<file path="src/rtl/duhp_pkg.sv">
/*
 * duhp_pkg: shared constants for the dual-channel host port block.
 * Assumes a single 20 MHz clock; the verification bench also depends on this package.
 */
package duhp_pkg;
	localparam int unsigned REG_ADDR_W    = 3;
	localparam int unsigned DATA_W        = 8;
	localparam int unsigned NUM_CHAN      = 2;
	localparam int unsigned FIFO_DEPTH    = 8;
	// register indices inside one channel (chosen offsets)
	localparam logic [2:0]  REG_DATA      = 3'h0;
	localparam logic [2:0]  REG_MODEM_CTL = 3'h4;
	localparam logic [2:0]  REG_FEATURE   = 3'h1;
	localparam logic [2:0]  REG_ENH_FEAT  = 3'h2;
	localparam logic [2:0]  REG_ENH_MODE  = 3'h3;
	localparam logic [2:0]  REG_LINE_STAT = 3'h5;
	localparam logic [2:0]  REG_MODEM_STAT = 3'h6;
	localparam logic [2:0]  REG_READY_THR = 3'h7;
	// field positions
	localparam int unsigned MCR_DTR_BIT   = 0;
	localparam int unsigned MCR_RTS_BIT   = 1;
	localparam int unsigned MCR_OUT2_BIT  = 3;
	localparam int unsigned MCR_IR_BIT    = 6;
	localparam int unsigned FEATURE_CONTROL_REG_IRINV_BIT = 2;
	localparam int unsigned FEATURE_CONTROL_REG_485_BIT  = 3;
	localparam int unsigned ENHANCED_MODE_SELECT_REG_485_BIT  = 3;
	localparam int unsigned EFR_CTS_BIT   = 7;
	localparam int unsigned EFR_RTS_BIT   = 6;
	// reset values
	localparam logic [7:0]  MCR_RESET     = 8'h00;
	localparam logic [7:0]  CFG_RESET     = 8'h00;
	localparam logic [7:0]  THR_RESET     = 8'h04;
	// serial timing: a simple fixed bit time
	localparam int unsigned BIT_CYCLES    = 16;
	localparam int unsigned IR_PULSE_CYC  = 3;
endpackage : duhp_pkg

</file>
<file path="src/rtl/duhp_host_port.sv">
/*
 * duhp_host_port: host bus and pin logic of a two-channel serial device.
 * Bus pins are synchronous to i_mclk; the strap is static after reset.
 */
// Function
// - three address bits pick one of eight registers; 8-bit two-way data bus
// - strobe mode: read strobe fall starts read, device drives byte until rise
// - strobe mode: write strobe fall starts write, data loaded at rising edge
// - R/W mode: write strobe pin is direction, high reads, low writes
// - strobe mode: two active-low chip selects, one per channel
// - R/W mode: first select is chip select, second is channel address bit
// - strobe mode: modem control bit 3 drives irq and pulls out2 low
// - reset clears bit 3: irq three-stated except channel a in R/W mode, out2 high
// - active-low transmit ready per channel from transmit FIFO status
// - active-low receive ready per channel follows the received bit, asserted while it is low
// - bit 6 clear: standard serial, output high in reset and idle
// - bit 6 set: infrared encode/decode, encoder rests low
// - receive idles high; infrared pulses optionally inverted by feature bit 2
// - active-low request-to-send general output from modem control bit 1, no auto flow
// - request-to-send does RS485 direction control per feature and mode bit 3
// - clear-to-send readable; gates transmit when enhanced feature bit 7 set
// - active-low terminal-ready output driven by software
// - set-ready, carrier, ring inputs readable only, no effect on transfer
`timescale 1ns/1ps
module duhp_host_port (
	// clock and reset
	input  wire logic       i_mclk,
	input  wire logic       i_reset,
	// bus style strap, high selects strobe style
	input  wire logic       i_bus_style,
	// host bus
	input  wire logic [2:0] i_addr,
	input  wire logic [7:0] i_data,
	output logic      [7:0] o_data,
	output logic            o_data_oe,
	input  wire logic       i_read_strobe_n,
	input  wire logic       i_write_strobe_n,
	input  wire logic       i_chan_a_select_n,
	input  wire logic       i_chan_b_select_n,
	// interrupts and general outputs
	input  wire logic [1:0] i_irq_pending,
	output logic            o_chan_a_irq,
	output logic            o_chan_a_irq_oe,
	output logic            o_chan_b_irq,
	output logic            o_chan_b_irq_oe,
	output logic            o_chan_a_gp_out2_n,
	output logic            o_chan_b_gp_out2_n,
	// ready outputs
	output logic            o_chan_a_tx_ready_n,
	output logic            o_chan_a_rx_ready_n,
	output logic            o_chan_b_tx_ready_n,
	output logic            o_chan_b_rx_ready_n,
	// serial and modem pins, index 0 is channel a
	output logic [1:0]      o_serial_out,
	input  wire logic [1:0] i_serial_in,
	output logic [1:0]      o_request_send_n,
	input  wire logic [1:0] i_clear_send_n,
	output logic [1:0]      o_terminal_ready_n,
	input  wire logic [1:0] i_set_ready_n,
	input  wire logic [1:0] i_carrier_n,
	input  wire logic [1:0] i_ring_n
);
	typedef enum logic [1:0] {TX_IDLE, TX_SHIFT} duhp_tx_state_type;

	logic       style_ff;
	logic       rd_n_ff;
	logic       wr_n_ff;
	logic [1:0] sel;
	logic       rd_act;
	logic       wr_act;
	logic       rd_start;
	logic       wr_done;
	logic [7:0] rd_data [2];
	logic [7:0] nxt_data;

	// strap captured once at reset release; later pin changes do nothing
	always_ff @(posedge i_mclk)
	begin
		if (i_reset)
			style_ff <= i_bus_style;
	end

	always_ff @(posedge i_mclk)
	begin
		if (i_reset)
		begin
			rd_n_ff <= 1'b1;
			wr_n_ff <= 1'b1;
		end
		else
		begin
			rd_n_ff <= i_read_strobe_n;
			wr_n_ff <= i_write_strobe_n;
		end
	end

	// channel select per bus style
	always_comb
	begin
		if (style_ff)
			sel = {~i_chan_b_select_n, ~i_chan_a_select_n};
		else if (!i_chan_a_select_n)
			sel = i_chan_b_select_n ? 2'b10 : 2'b01;
		else
			sel = 2'b00;
	end

	// R/W style: select low with direction high reads, low writes
	assign rd_act   = style_ff ? !i_read_strobe_n : (i_write_strobe_n && (sel != 2'b00));
	assign rd_start = style_ff && rd_n_ff && !i_read_strobe_n;
	assign wr_done  = style_ff && !wr_n_ff && i_write_strobe_n;
	assign wr_act   = style_ff ? wr_done : (!i_write_strobe_n && (sel != 2'b00));
	assign nxt_data = sel[1] ? rd_data[1] : rd_data[0];

	// data driven while a read is active; strobe style samples at strobe fall, R/W style every cycle
	always_ff @(posedge i_mclk)
	begin
		if (i_reset)
		begin
			o_data    <= 8'h00;
			o_data_oe <= 1'b0;
		end
		else
		begin
			if (rd_start || (!style_ff && rd_act))
				o_data <= nxt_data;
			o_data_oe <= rd_act && (sel != 2'b00);
		end
	end

	logic [1:0] irq_oe;
	logic [1:0] tx_rdy;
	logic [1:0] rx_rdy;

	genvar ch;
	generate
		for (ch = 0; ch < 2; ch++)
		begin : g_chan
			logic [7:0] mcr_ff, feature_control_reg_ff, efr_ff, enhanced_mode_select_reg_ff, thr_ff;
			logic       wr_chan;
			logic       tx_in_ready, tx_valid, tx_pop;
			logic [7:0] tx_byte;
			logic [3:0] tx_level;
			duhp_tx_state_type tx_state_ff;
			logic [3:0] bit_ff;
			logic [4:0] tick_ff;
			logic [9:0] shift_ff;
			logic       line_ff;
			logic       rx_bit;
			logic       cts_ok;

			// in R/W style a write lands on the cycle the select is seen low
			assign wr_chan = wr_act && sel[ch];

			always_ff @(posedge i_mclk)
			begin
				if (i_reset)
				begin
					mcr_ff  <= duhp_pkg::MCR_RESET;
					feature_control_reg_ff <= duhp_pkg::CFG_RESET;
					efr_ff  <= duhp_pkg::CFG_RESET;
					enhanced_mode_select_reg_ff <= duhp_pkg::CFG_RESET;
					thr_ff  <= duhp_pkg::THR_RESET;
				end
				else if (wr_chan)
				begin
					if (i_addr == duhp_pkg::REG_MODEM_CTL)
						mcr_ff <= i_data;
					else if (i_addr == duhp_pkg::REG_FEATURE)
						feature_control_reg_ff <= i_data;
					else if (i_addr == duhp_pkg::REG_ENH_FEAT)
						efr_ff <= i_data;
					else if (i_addr == duhp_pkg::REG_ENH_MODE)
						enhanced_mode_select_reg_ff <= i_data;
					else if (i_addr == duhp_pkg::REG_READY_THR)
						thr_ff <= i_data;
				end
			end

			duhp_fifo #(.WIDTH(8), .DEPTH(duhp_pkg::FIFO_DEPTH)) u_tx_fifo (
				.i_mclk      (i_mclk),
				.i_reset     (i_reset),
				.i_in_valid  (wr_chan && i_addr == duhp_pkg::REG_DATA),
				.i_in_data   (i_data),
				.o_in_ready  (tx_in_ready),
				.o_out_valid (tx_valid),
				.o_out_data  (tx_byte),
				.i_out_ready (tx_pop),
				.o_level     (tx_level)
			);

			assign cts_ok = !efr_ff[duhp_pkg::EFR_CTS_BIT] || !i_clear_send_n[ch];
			assign tx_pop = (tx_state_ff == TX_IDLE) && cts_ok;

			// transmitter: start, eight data, stop; writes to a full fifo are dropped
			always_ff @(posedge i_mclk)
			begin
				if (i_reset)
				begin
					tx_state_ff <= TX_IDLE;
					bit_ff      <= 4'h0;
					tick_ff     <= 5'h00;
					shift_ff    <= 10'h3ff;
				end
				else
				begin
					case (tx_state_ff)
						TX_IDLE:
						begin
							if (tx_valid && cts_ok)
							begin
								shift_ff    <= {1'b1, tx_byte, 1'b0};
								bit_ff      <= 4'h0;
								tick_ff     <= 5'h00;
								tx_state_ff <= TX_SHIFT;
							end
						end
						default:
						begin
							if (tick_ff == 5'(duhp_pkg::BIT_CYCLES - 1))
							begin
								tick_ff  <= 5'h00;
								shift_ff <= {1'b1, shift_ff[9:1]};
								bit_ff   <= bit_ff + 4'h1;
								if (bit_ff == 4'h9)
									tx_state_ff <= TX_IDLE;
							end
							else
								tick_ff <= tick_ff + 5'h01;
						end
					endcase
				end
			end

			// idle line is high in standard mode, low in infrared mode
			always_ff @(posedge i_mclk)
			begin
				if (i_reset)
					line_ff <= 1'b1;
				else if (mcr_ff[duhp_pkg::MCR_IR_BIT])
					line_ff <= (tx_state_ff == TX_SHIFT) && !shift_ff[0]
						&& (tick_ff < 5'(duhp_pkg::IR_PULSE_CYC));
				else
					line_ff <= (tx_state_ff == TX_SHIFT) ? shift_ff[0] : 1'b1;
			end
			assign o_serial_out[ch] = line_ff;

			// infrared receive pulses may arrive inverted
			assign rx_bit = i_serial_in[ch] ^ (mcr_ff[duhp_pkg::MCR_IR_BIT]
				&& feature_control_reg_ff[duhp_pkg::FEATURE_CONTROL_REG_IRINV_BIT]);

			// RS485 mode drives the line turnaround from the transmitter
			assign o_request_send_n[ch] = (feature_control_reg_ff[duhp_pkg::FEATURE_CONTROL_REG_485_BIT])
				? !((tx_state_ff == TX_SHIFT) ^ enhanced_mode_select_reg_ff[duhp_pkg::ENHANCED_MODE_SELECT_REG_485_BIT])
				: !mcr_ff[duhp_pkg::MCR_RTS_BIT];
			assign o_terminal_ready_n[ch] = !mcr_ff[duhp_pkg::MCR_DTR_BIT];

			assign tx_rdy[ch] = {4'h0, tx_level} <= thr_ff;
			assign rx_rdy[ch] = !rx_bit;
			assign irq_oe[ch] = mcr_ff[duhp_pkg::MCR_OUT2_BIT];

			// readback; set-ready, carrier and ring inputs are status only
			always_comb
			begin
				if (i_addr == duhp_pkg::REG_MODEM_CTL)
					rd_data[ch] = mcr_ff;
				else if (i_addr == duhp_pkg::REG_FEATURE)
					rd_data[ch] = feature_control_reg_ff;
				else if (i_addr == duhp_pkg::REG_ENH_FEAT)
					rd_data[ch] = efr_ff;
				else if (i_addr == duhp_pkg::REG_ENH_MODE)
					rd_data[ch] = enhanced_mode_select_reg_ff;
				else if (i_addr == duhp_pkg::REG_LINE_STAT)
					rd_data[ch] = {3'h0, tx_in_ready, tx_level};
				else if (i_addr == duhp_pkg::REG_MODEM_STAT)
					rd_data[ch] = {~i_carrier_n[ch], ~i_ring_n[ch], ~i_set_ready_n[ch],
						~i_clear_send_n[ch], 3'h0, rx_bit};
				else if (i_addr == duhp_pkg::REG_READY_THR)
					rd_data[ch] = thr_ff;
				else
					rd_data[ch] = 8'h00;
			end
		end
	endgenerate

	// strobe style: per-channel irq enabled by out2 bit; R/W style: channel a irq is open drain for both channels, channel b unchanged
	always_comb
	begin
		if (style_ff)
		begin
			o_chan_a_irq    = i_irq_pending[0];
			o_chan_a_irq_oe = irq_oe[0];
		end
		else
		begin
			o_chan_a_irq    = 1'b0;
			o_chan_a_irq_oe = |i_irq_pending;
		end
	end
	assign o_chan_b_irq        = i_irq_pending[1];
	assign o_chan_b_irq_oe     = irq_oe[1];
	assign o_chan_a_gp_out2_n  = !irq_oe[0];
	assign o_chan_b_gp_out2_n  = !irq_oe[1];
	assign o_chan_a_tx_ready_n = !tx_rdy[0];
	assign o_chan_b_tx_ready_n = !tx_rdy[1];
	assign o_chan_a_rx_ready_n = !rx_rdy[0];
	assign o_chan_b_rx_ready_n = !rx_rdy[1];
endmodule // duhp_host_port

</file>
<file path="src/rtl/duhp_fifo.sv">
/*
 * duhp_fifo: small synchronous FIFO with valid/ready on both sides.
 * Assumes one clock and a synchronous active-high reset.
 */
`timescale 1ns/1ps
module duhp_fifo #(
	parameter int unsigned WIDTH = 8,
	parameter int unsigned DEPTH = 8
) (
	// clock and reset
	input  wire logic             i_mclk,
	input  wire logic             i_reset,
	// fill side
	input  wire logic             i_in_valid,
	input  wire logic [WIDTH-1:0] i_in_data,
	output logic                  o_in_ready,
	// drain side
	output logic                  o_out_valid,
	output logic      [WIDTH-1:0] o_out_data,
	input  wire logic             i_out_ready,
	// fill level
	output logic [$clog2(DEPTH):0] o_level
);
	localparam int unsigned AW = $clog2(DEPTH);
	logic [WIDTH-1:0] mem_ff [DEPTH];
	logic [AW-1:0]    wr_ptr_ff;
	logic [AW-1:0]    rd_ptr_ff;
	logic [AW:0]      count_ff;
	logic             push;
	logic             pop;

	assign o_in_ready  = (count_ff != DEPTH[AW:0]);
	assign o_out_valid = (count_ff != '0);
	assign o_out_data  = mem_ff[rd_ptr_ff];
	assign o_level     = count_ff;
	assign push        = i_in_valid && o_in_ready;
	assign pop         = o_out_valid && i_out_ready;

	always_ff @(posedge i_mclk)
	begin
		if (push)
			mem_ff[wr_ptr_ff] <= i_in_data;
	end

	always_ff @(posedge i_mclk)
	begin
		if (i_reset)
		begin
			wr_ptr_ff <= '0;
			rd_ptr_ff <= '0;
			count_ff  <= '0;
		end
		else
		begin
			if (push)
				wr_ptr_ff <= wr_ptr_ff + 1'b1;
			if (pop)
				rd_ptr_ff <= rd_ptr_ff + 1'b1;
			if (push && !pop)
				count_ff <= count_ff + 1'b1;
			else if (pop && !push)
				count_ff <= count_ff - 1'b1;
		end
	end
endmodule // duhp_fifo

</file>
<file path="config.mk">
export PLATFORM = sky130hd
export DESIGN_NAME = duhp_host_port
export DESIGN_NICKNAME = d
export VERILOG_FILES = /design/src/rtl/duhp_pkg.sv /design/src/rtl/duhp_host_port.sv /design/src/rtl/duhp_fifo.sv
export SDC_FILE = /design/constraint.sdc
export NUM_CORES = 1
export LEC_CHECK = 0
export ABC_CLOCK_PERIOD_IN_PS = 4700
export BUFFER_PORTS_ARGS = -buffer_cell sky130_fd_sc_hd__clkbuf_2
export CORE_ASPECT_RATIO = 2
export CORE_UTILIZATION = 64
export CTS_BUF_LIST = sky130_fd_sc_hd__clkbuf_2
export CTS_CLUSTER_DIAMETER = 200
export DETAILED_ROUTE_END_ITERATION = 6
export PLACE_DENSITY = 0.82
export SETUP_SLACK_MARGIN = 0.4
export SYNTH_ARGS = -nofsm -noshare
export SYNTH_HDL_FRONTEND = slang
export SYNTH_HIERARCHICAL = 1
export SYNTH_SLANG_ARGS = --single-unit
</file>
<file path="constraint.sdc">
create_clock -name i_mclk -period 4.7 [get_ports i_mclk]
set_input_delay 0.94 -clock i_mclk [delete_from_list [all_inputs] [get_ports i_mclk]]
set_output_delay 0.94 -clock i_mclk [all_outputs]
set_load 0.02 [all_outputs]
</file>
### Yosys cells after proc, flatten, opt, wreduce, memory -nomap -nowiden

Memory sizes are Yosys's and may differ from the RTL's. A register that Yosys moved wholly into a read port is not among the register bits.
Index checks and enable logic that the tools add are counted.

| storage, ports and cells | value |
|---|---|
| register bits after elaboration | 156 |
| RAM bits | 128 |
| input port bits | 30 |
| memories | 2 |

Memories:

| memory | depth | width | read ports | clocked after Yosys merged registers in | wr ports | line | source |
|---|---|---|---|---|---|---|---|
| g_chan[0].u_tx_fifo.mem_ff | 8 | 8 | 1 | 1 | 1 | duhp_fifo.sv:25 | `logic [WIDTH-1:0] mem_ff [DEPTH];` |
| g_chan[1].u_tx_fifo.mem_ff | 8 | 8 | 1 | 1 | 1 | duhp_fifo.sv:25 |  |

| operators by class | value |
|---|---|
| add/subtract/negate cells | 12 |
| magnitude comparators | 4 |
| equal/unequal tests | 17 |
| mux-type cells | 66 |
| bitwise operators | 18 |
| reduce and logical (&&, ||, !) cells | 84 |

Operators by type and width:

| operator | number |
|---|---|
| two-way mux 8 bit | 15 |
| two-way mux 10 bit | 6 |
| two-way mux 4 bit | 10 |
| logical AND 1 bit | 30 |
| two-way mux 5 bit | 6 |
| logical NOT 1 bit | 24 |
| two-way mux 2 bit | 11 |
| adder 4 x 1 -> 4 bit (second input constant) | 4 |
| less-or-equal comparator 4 x 8 -> 1 bit | 2 |
| two-way mux 1 bit | 14 |
| NOT 1 bit | 14 |
| nonzero test 2 bit | 7 |
| adder 3 x 1 -> 3 bit (second input constant) | 4 |
| equality test 3 bit (second input constant) | 4 |
| two-way mux 3 bit | 4 |
| AND reduction 3 bit | 4 |
| AND reduction 6 bit | 2 |
| adder 5 x 1 -> 5 bit (second input constant) | 2 |
| equality test 5 x 4 -> 1 bit (second input constant) | 2 |
| < comparator 5 x 2 -> 1 bit (second input constant) | 2 |
| AND reduction 5 bit | 2 |
| equality test 4 bit (second input constant) | 2 |
| inequality test 4 bit (second input constant) | 2 |
| AND reduction 2 bit | 4 |
| other kinds (12) | 24 |

### Depth between registers and ports, before layout

| depth | value |
|---|---|
| word-level depth | 13 |
| mapped depth | 14 |

### By module

The synthesis kept the hierarchy.

By module, submodules not included:

| module | instances | cells each | area each (sq um) | sequential area each (sq um) |
|---|---|---|---|---|
| duhp_host_port | 1 | 740 | 6512.5 | 2652.5 |
| duhp_fifo | 2 | 166 | 3116.7 | 2182.1 |

### Worst setup path before layout

OpenSTA, ideal clock, no wires.

| timing path | value |
|---|---|
| path kind | input -> register |
| from | input i_chan_b_select_n |
| to | register g_chan[0].u_tx_fifo.count_ff[3] |
| setup time | 0.121 ns |
| arrival | 3.702 ns |
| path slack | 0.878 ns |
| stages | 13 |
| cells stage by stage | or3_1 a21o_1 clkbuf_1 nor4_1 nand2_2 inv_1 ha_1 inv_1 ha_1 a21oi_1 a211oi_1 a31oi_1 mux2_2 |

| on the way | value |
|---|---|
| word-level cells in the longest chain between the ends | 12 |
| elaborated cells on any way between the ends | 15 |
| classes of those cells | mux: 5; bitwise: 1; reduce/logical: 9 |

RTL lines:

| element | line | source |
|---|---|---|
| start, declared | duhp_host_port.sv:39 | `input wire logic i_chan_b_select_n,` |
| two-way mux 2 bit | duhp_host_port.sv:103 | `sel = i_chan_b_select_n ? 2'b10 : 2'b01;` |
| two-way mux 2 bit | duhp_host_port.sv:102 | `else if (!i_chan_a_select_n)` |
| two-way mux 2 bit (*) | duhp_host_port.sv:100 | `if (style_ff)` |
| nonzero test 2 bit | duhp_host_port.sv:112 | `assign wr_act = style_ff ? wr_done : (!i_write_strobe_n && (sel != 2'b00));` |
| logical AND 1 bit | duhp_host_port.sv:112 |  |
| two-way mux 1 bit | duhp_host_port.sv:112 |  |
| logical AND 1 bit (*) | duhp_host_port.sv:153 | `assign wr_chan = wr_act && sel[ch];` |
| logical AND 1 bit (*) | duhp_host_port.sv:183 | `.i_in_valid (wr_chan && i_addr == duhp_pkg::REG_DATA),` |
| logical AND 1 bit (*) | duhp_fifo.sv:36 | `assign push = i_in_valid && o_in_ready;` |
| net g_chan[0].u_tx_fifo.push | duhp_fifo.sv:29 | `logic push;` |
| logical NOT 1 bit | duhp_fifo.sv:61 | `else if (pop && !push)` |
| logical AND 1 bit | duhp_fifo.sv:61 |  |
| nonzero test 2 bit (no source line) | n/a |  |
| end signal, assigned | duhp_fifo.sv:60 | `count_ff <= count_ff + 1'b1;` |
| end signal, assigned | duhp_fifo.sv:62 | `count_ff <= count_ff - 1'b1;` |
| end, declared | duhp_fifo.sv:28 | `logic [AW:0] count_ff;` |

The timed path passes the listed nets; every way through them passes the cells marked *.
A chain may end at the register's enable or synchronous reset.

### Worst setup path in the final report

| timing path | value |
|---|---|
| from | register style_ff |
| to | register g_chan[0].u_tx_fifo.count_ff[3] |

| on the way | value |
|---|---|
| word-level cells in the longest chain between the ends | 10 |
| elaborated cells on any way between the ends | 14 |
| classes of those cells | mux: 3; reduce/logical: 11 |

RTL lines:

| element | line | source |
|---|---|---|
| start, declared | duhp_host_port.sv:65 | `logic style_ff;` |
| start signal, assigned | duhp_host_port.sv:80 | `style_ff <= i_bus_style;` |
| two-way mux 2 bit | duhp_host_port.sv:100 |  |
| nonzero test 2 bit | duhp_host_port.sv:112 |  |
| logical AND 1 bit | duhp_host_port.sv:112 |  |
| two-way mux 1 bit | duhp_host_port.sv:112 |  |
| logical AND 1 bit (*) | duhp_host_port.sv:153 |  |
| logical AND 1 bit (*) | duhp_host_port.sv:183 |  |
| logical AND 1 bit (*) | duhp_fifo.sv:36 |  |
| net g_chan[0].u_tx_fifo.push | duhp_fifo.sv:29 |  |
| logical NOT 1 bit | duhp_fifo.sv:61 |  |
| logical AND 1 bit | duhp_fifo.sv:61 |  |
| nonzero test 2 bit (no source line) | n/a |  |

Marks and branches as above.

==> impl_metrics.env <==
export IMPL_status="completed"
export IMPL_hp_class="primary input to flip-flop"
export IMPL_cts_resized=0
export IMPL_cp_start_kind="flip-flop"
export IMPL_clock_sinks=286
export IMPL_die_height_um=201.6
export IMPL_maxCapViolations=0
export IMPL_gr_total_overflow=0
export IMPL_setup_viol=0
export IMPL_syn_nets=1128
export IMPL_crit_type="flip-flop to flip-flop"
export IMPL_finalHoldViolations=0
export IMPL_tightest_slew_ns=1.021
export IMPL_cts_buffer_depth=3
export IMPL_htreeDepth=2
export IMPL_wire_per_inst_um=20.01
export IMPL_fin_setup_tns_ns=0
export IMPL_die_width_um=101.8
export IMPL_async_flop_share_pct=0
export IMPL_vias=8756
export IMPL_synth_edf_count=129
export IMPL_total_power_mw=5.544
export IMPL_syn_avg_cell_area_um2=11.89
export IMPL_endpoint_kind="flip-flop"
export IMPL_cts_setup_buffers=0
export IMPL_core_area_mm2=0.01946
export IMPL_antenna_found_initial=1
export IMPL_grt_pass1_wl_mm=44.63
export IMPL_syn_inst=1072
export IMPL_cts_buffers=60
export IMPL_final_cells=1439
export IMPL_pin_count=55
export IMPL_final_antenna_net_count=0
export IMPL_synth_top_cells_by_area="edfxtp_1 30%, dfxtp_1 25%, mux4_1 6.6%, mux2i_1 5.9%, nor2_1 3.7%"
export IMPL_netlist_area_leader_share_pct=30.39
export IMPL_ys_ff_latch=286
export IMPL_dp_cells=1332
export IMPL_yosys_top_cells_count="157 x dfxtp_1, 129 x edfxtp_1, 127 x nor2_1"
export IMPL_num_nets_final=1191
export IMPL_start_util_pct=65.50
export IMPL_track_usage_pct=29.14
export IMPL_synth_area_mm2=0.01275
export IMPL_synthToLayoutAreaGrowth_pct=7.519
export IMPL_drive_gt1_share_pct=18.66
export IMPL_worstPathMaxFanout=14
export IMPL_slew_viol_final=0
export IMPL_route_detailed_drc=0
export IMPL_hold_buffers=0
export IMPL_p_leak_nw=5.246
export IMPL_first_global_vias=8798
export IMPL_synth_flop_cell="dfxtp_1"
export IMPL_synth_warnings=6
export IMPL_cp_arrival_ns=4.23
export IMPL_post_route_period_util_pct=74.19
export IMPL_post_route_min_period_ns=3.487
export IMPL_rsz0062_at_grt="false"
export IMPL_required_ns=5.45
export IMPL_seq_area_frac_synth_pct=55.05
export IMPL_dp_final_hpwl_mm=19.31
export IMPL_synth_most_common_cell="dfxtp_1"
export IMPL_gp_congestion=0.8727
export IMPL_grt_max_degree=90
export IMPL_rows=72
export IMPL_powerDensity_mw_per_mm2=404.5
export IMPL_numPortBuffers=54
export IMPL_dr_pass1_iters=5
export IMPL_skew_ns=0.05603
export IMPL_reg2regPathDepth=13
export IMPL_routed_wl_mm=28.80
export IMPL_whs_ns=0.2380
export IMPL_drtIter0Drc=394
export IMPL_max_freq_mhz=286.8
export IMPL_netlist_cell_type_count=71
export IMPL_peakVddDrop_mv=0.2321
export IMPL_die_area_mm2=0.02052
export IMPL_synth_area_leader_cell="edfxtp_1"
export IMPL_hold_depth=1
export IMPL_cts_tree="yes"
export IMPL_routed_via_density=6.085
export IMPL_clk_pin_slew_ns=0.12
export IMPL_clk_latency_ns=0.87
export IMPL_cts_root_buf="clkbuf_2"
export IMPL_slew_headroom_pct=30.18
==> critical path, stage by stage (launching register included) <==
cell	delay [ns]
edfxtp_1	0.55
or3_1	0.39
a21o_1	0.35
nor4_1	0.23
buf_4	0.19
nand2_2	0.10
inv_1	0.08
ha_1	0.17
inv_1	0.09
ha_1	0.33
a21oi_1	0.24
a211oi_1	0.11
a31oi_1	0.16
mux2_2	0.35
==> cell type report <==
class | count | area [um^2]
multi-input cells | 672 | 5218
fillers | 1458 | 5754
inverters | 38 | 142.6
clock buffers | 90 | 450.4
diodes | 1 | 2.502
repair buffers | 77 | 457.9
flip-flops and latches | 286 | 7017
well taps | 259 | 324.1
clock inverters | 16 | 92.59
==> metal layers <==
metal	routed length [um]	global-route usage [%]	vias to the layer above	share of wire (%)
met2	15040	50.17	291	52
met5	0	0	-	0
li1	-	-	4122	-
met1	10240	30.11	4232	36
met3	1367	4.967	111	4.7
met4	2154	23.81	0	7.5
==> cell usage in the layout, fill, tap and decap left out, drive strengths merged, types with 20 or more instances in the layout <==
cell type and instances:
mux2i 75, inv 38, nor2 128, ha 24, mux2 23, nand3 29, edfxtp 129, nor2b 20
mux4 38, a21oi 57, buf 24, dfxtp 157, o21ai 33, clkbuf 143, nand2 58
==> cells by family (layout without fill, tap and decap cells) <==
group / Yosys count / in the layout / share of synthesized area [%]
xor+xnor: 17 / 17 / 1.168
fa+ha+maj: 26 / 26 / 2.670
flops: 286 / 286 / 55.05
compound gates: 184 / 184 / 9.679
simple gates: 309 / 309 / 11.84
mux: 136 / 136 / 15.58
other cells: 0 / 1 / 0
buf+inv: 114 / 221 / 4.015
==> state kept, by name, summed over array words and instances (netlist names), 6 cells and up, named ones only <==
register / count
g_chan.u_tx_fifo/rd_ptr_ff: 6
g_chan.bit_ff: 8
g_chan.thr_ff: 16
o_data: 8
g_chan.tick_ff: 10
g_chan.efr_ff: 16
g_chan.shift_ff: 18
g_chan.u_tx_fifo/wr_ptr_ff: 6
g_chan.mcr_ff: 16
g_chan.u_tx_fifo/o_level: 8
g_chan.enhanced_mode_select_reg_ff: 16
g_chan.feature_control_reg_ff: 16
g_chan.u_tx_fifo/mem_ff: 128
==> power by group <==
group / leakage [nW] / switching [mW] / internal, mW
combinational: 2.38 / 0.598 / 0.522
clock: 0.426 / 0.920 / 0.564
sequential: 2.44 / 0.208 / 2.73
total: 5.25 / 1.73 / 3.82
==> path summary, 6_finish.rpt <==
check	startpoint	endpoint	slack, ns
hold reg to reg	g_chan[0].shift_ff[1]	g_chan[0].shift_ff[0]	0.47
setup reg to reg	style_ff	g_chan[0].u_tx_fifo/o_level[3]	1.21
hold / removal	i_bus_style	style_ff	0.24
setup / recovery	style_ff	g_chan[0].u_tx_fifo/o_level[3]	1.21
==> per-stage QoR <==
stage | setup WS, ns | util [%] | instance area, um^2
6_report | 1.213 | 70.43 | 13700
5_1_grt | 1.075 | 70.43 | 13700
4_1_cts | 1.260 | 70.42 | 13700
3_5_place_dp | 0.7748 | 67.62 | 13160
3_3_place_gp | 0.8514 | 67.62 | 13160
2_1_floorplan | 0.8778 | - | 12750
(Power assumes the default switching activity.)
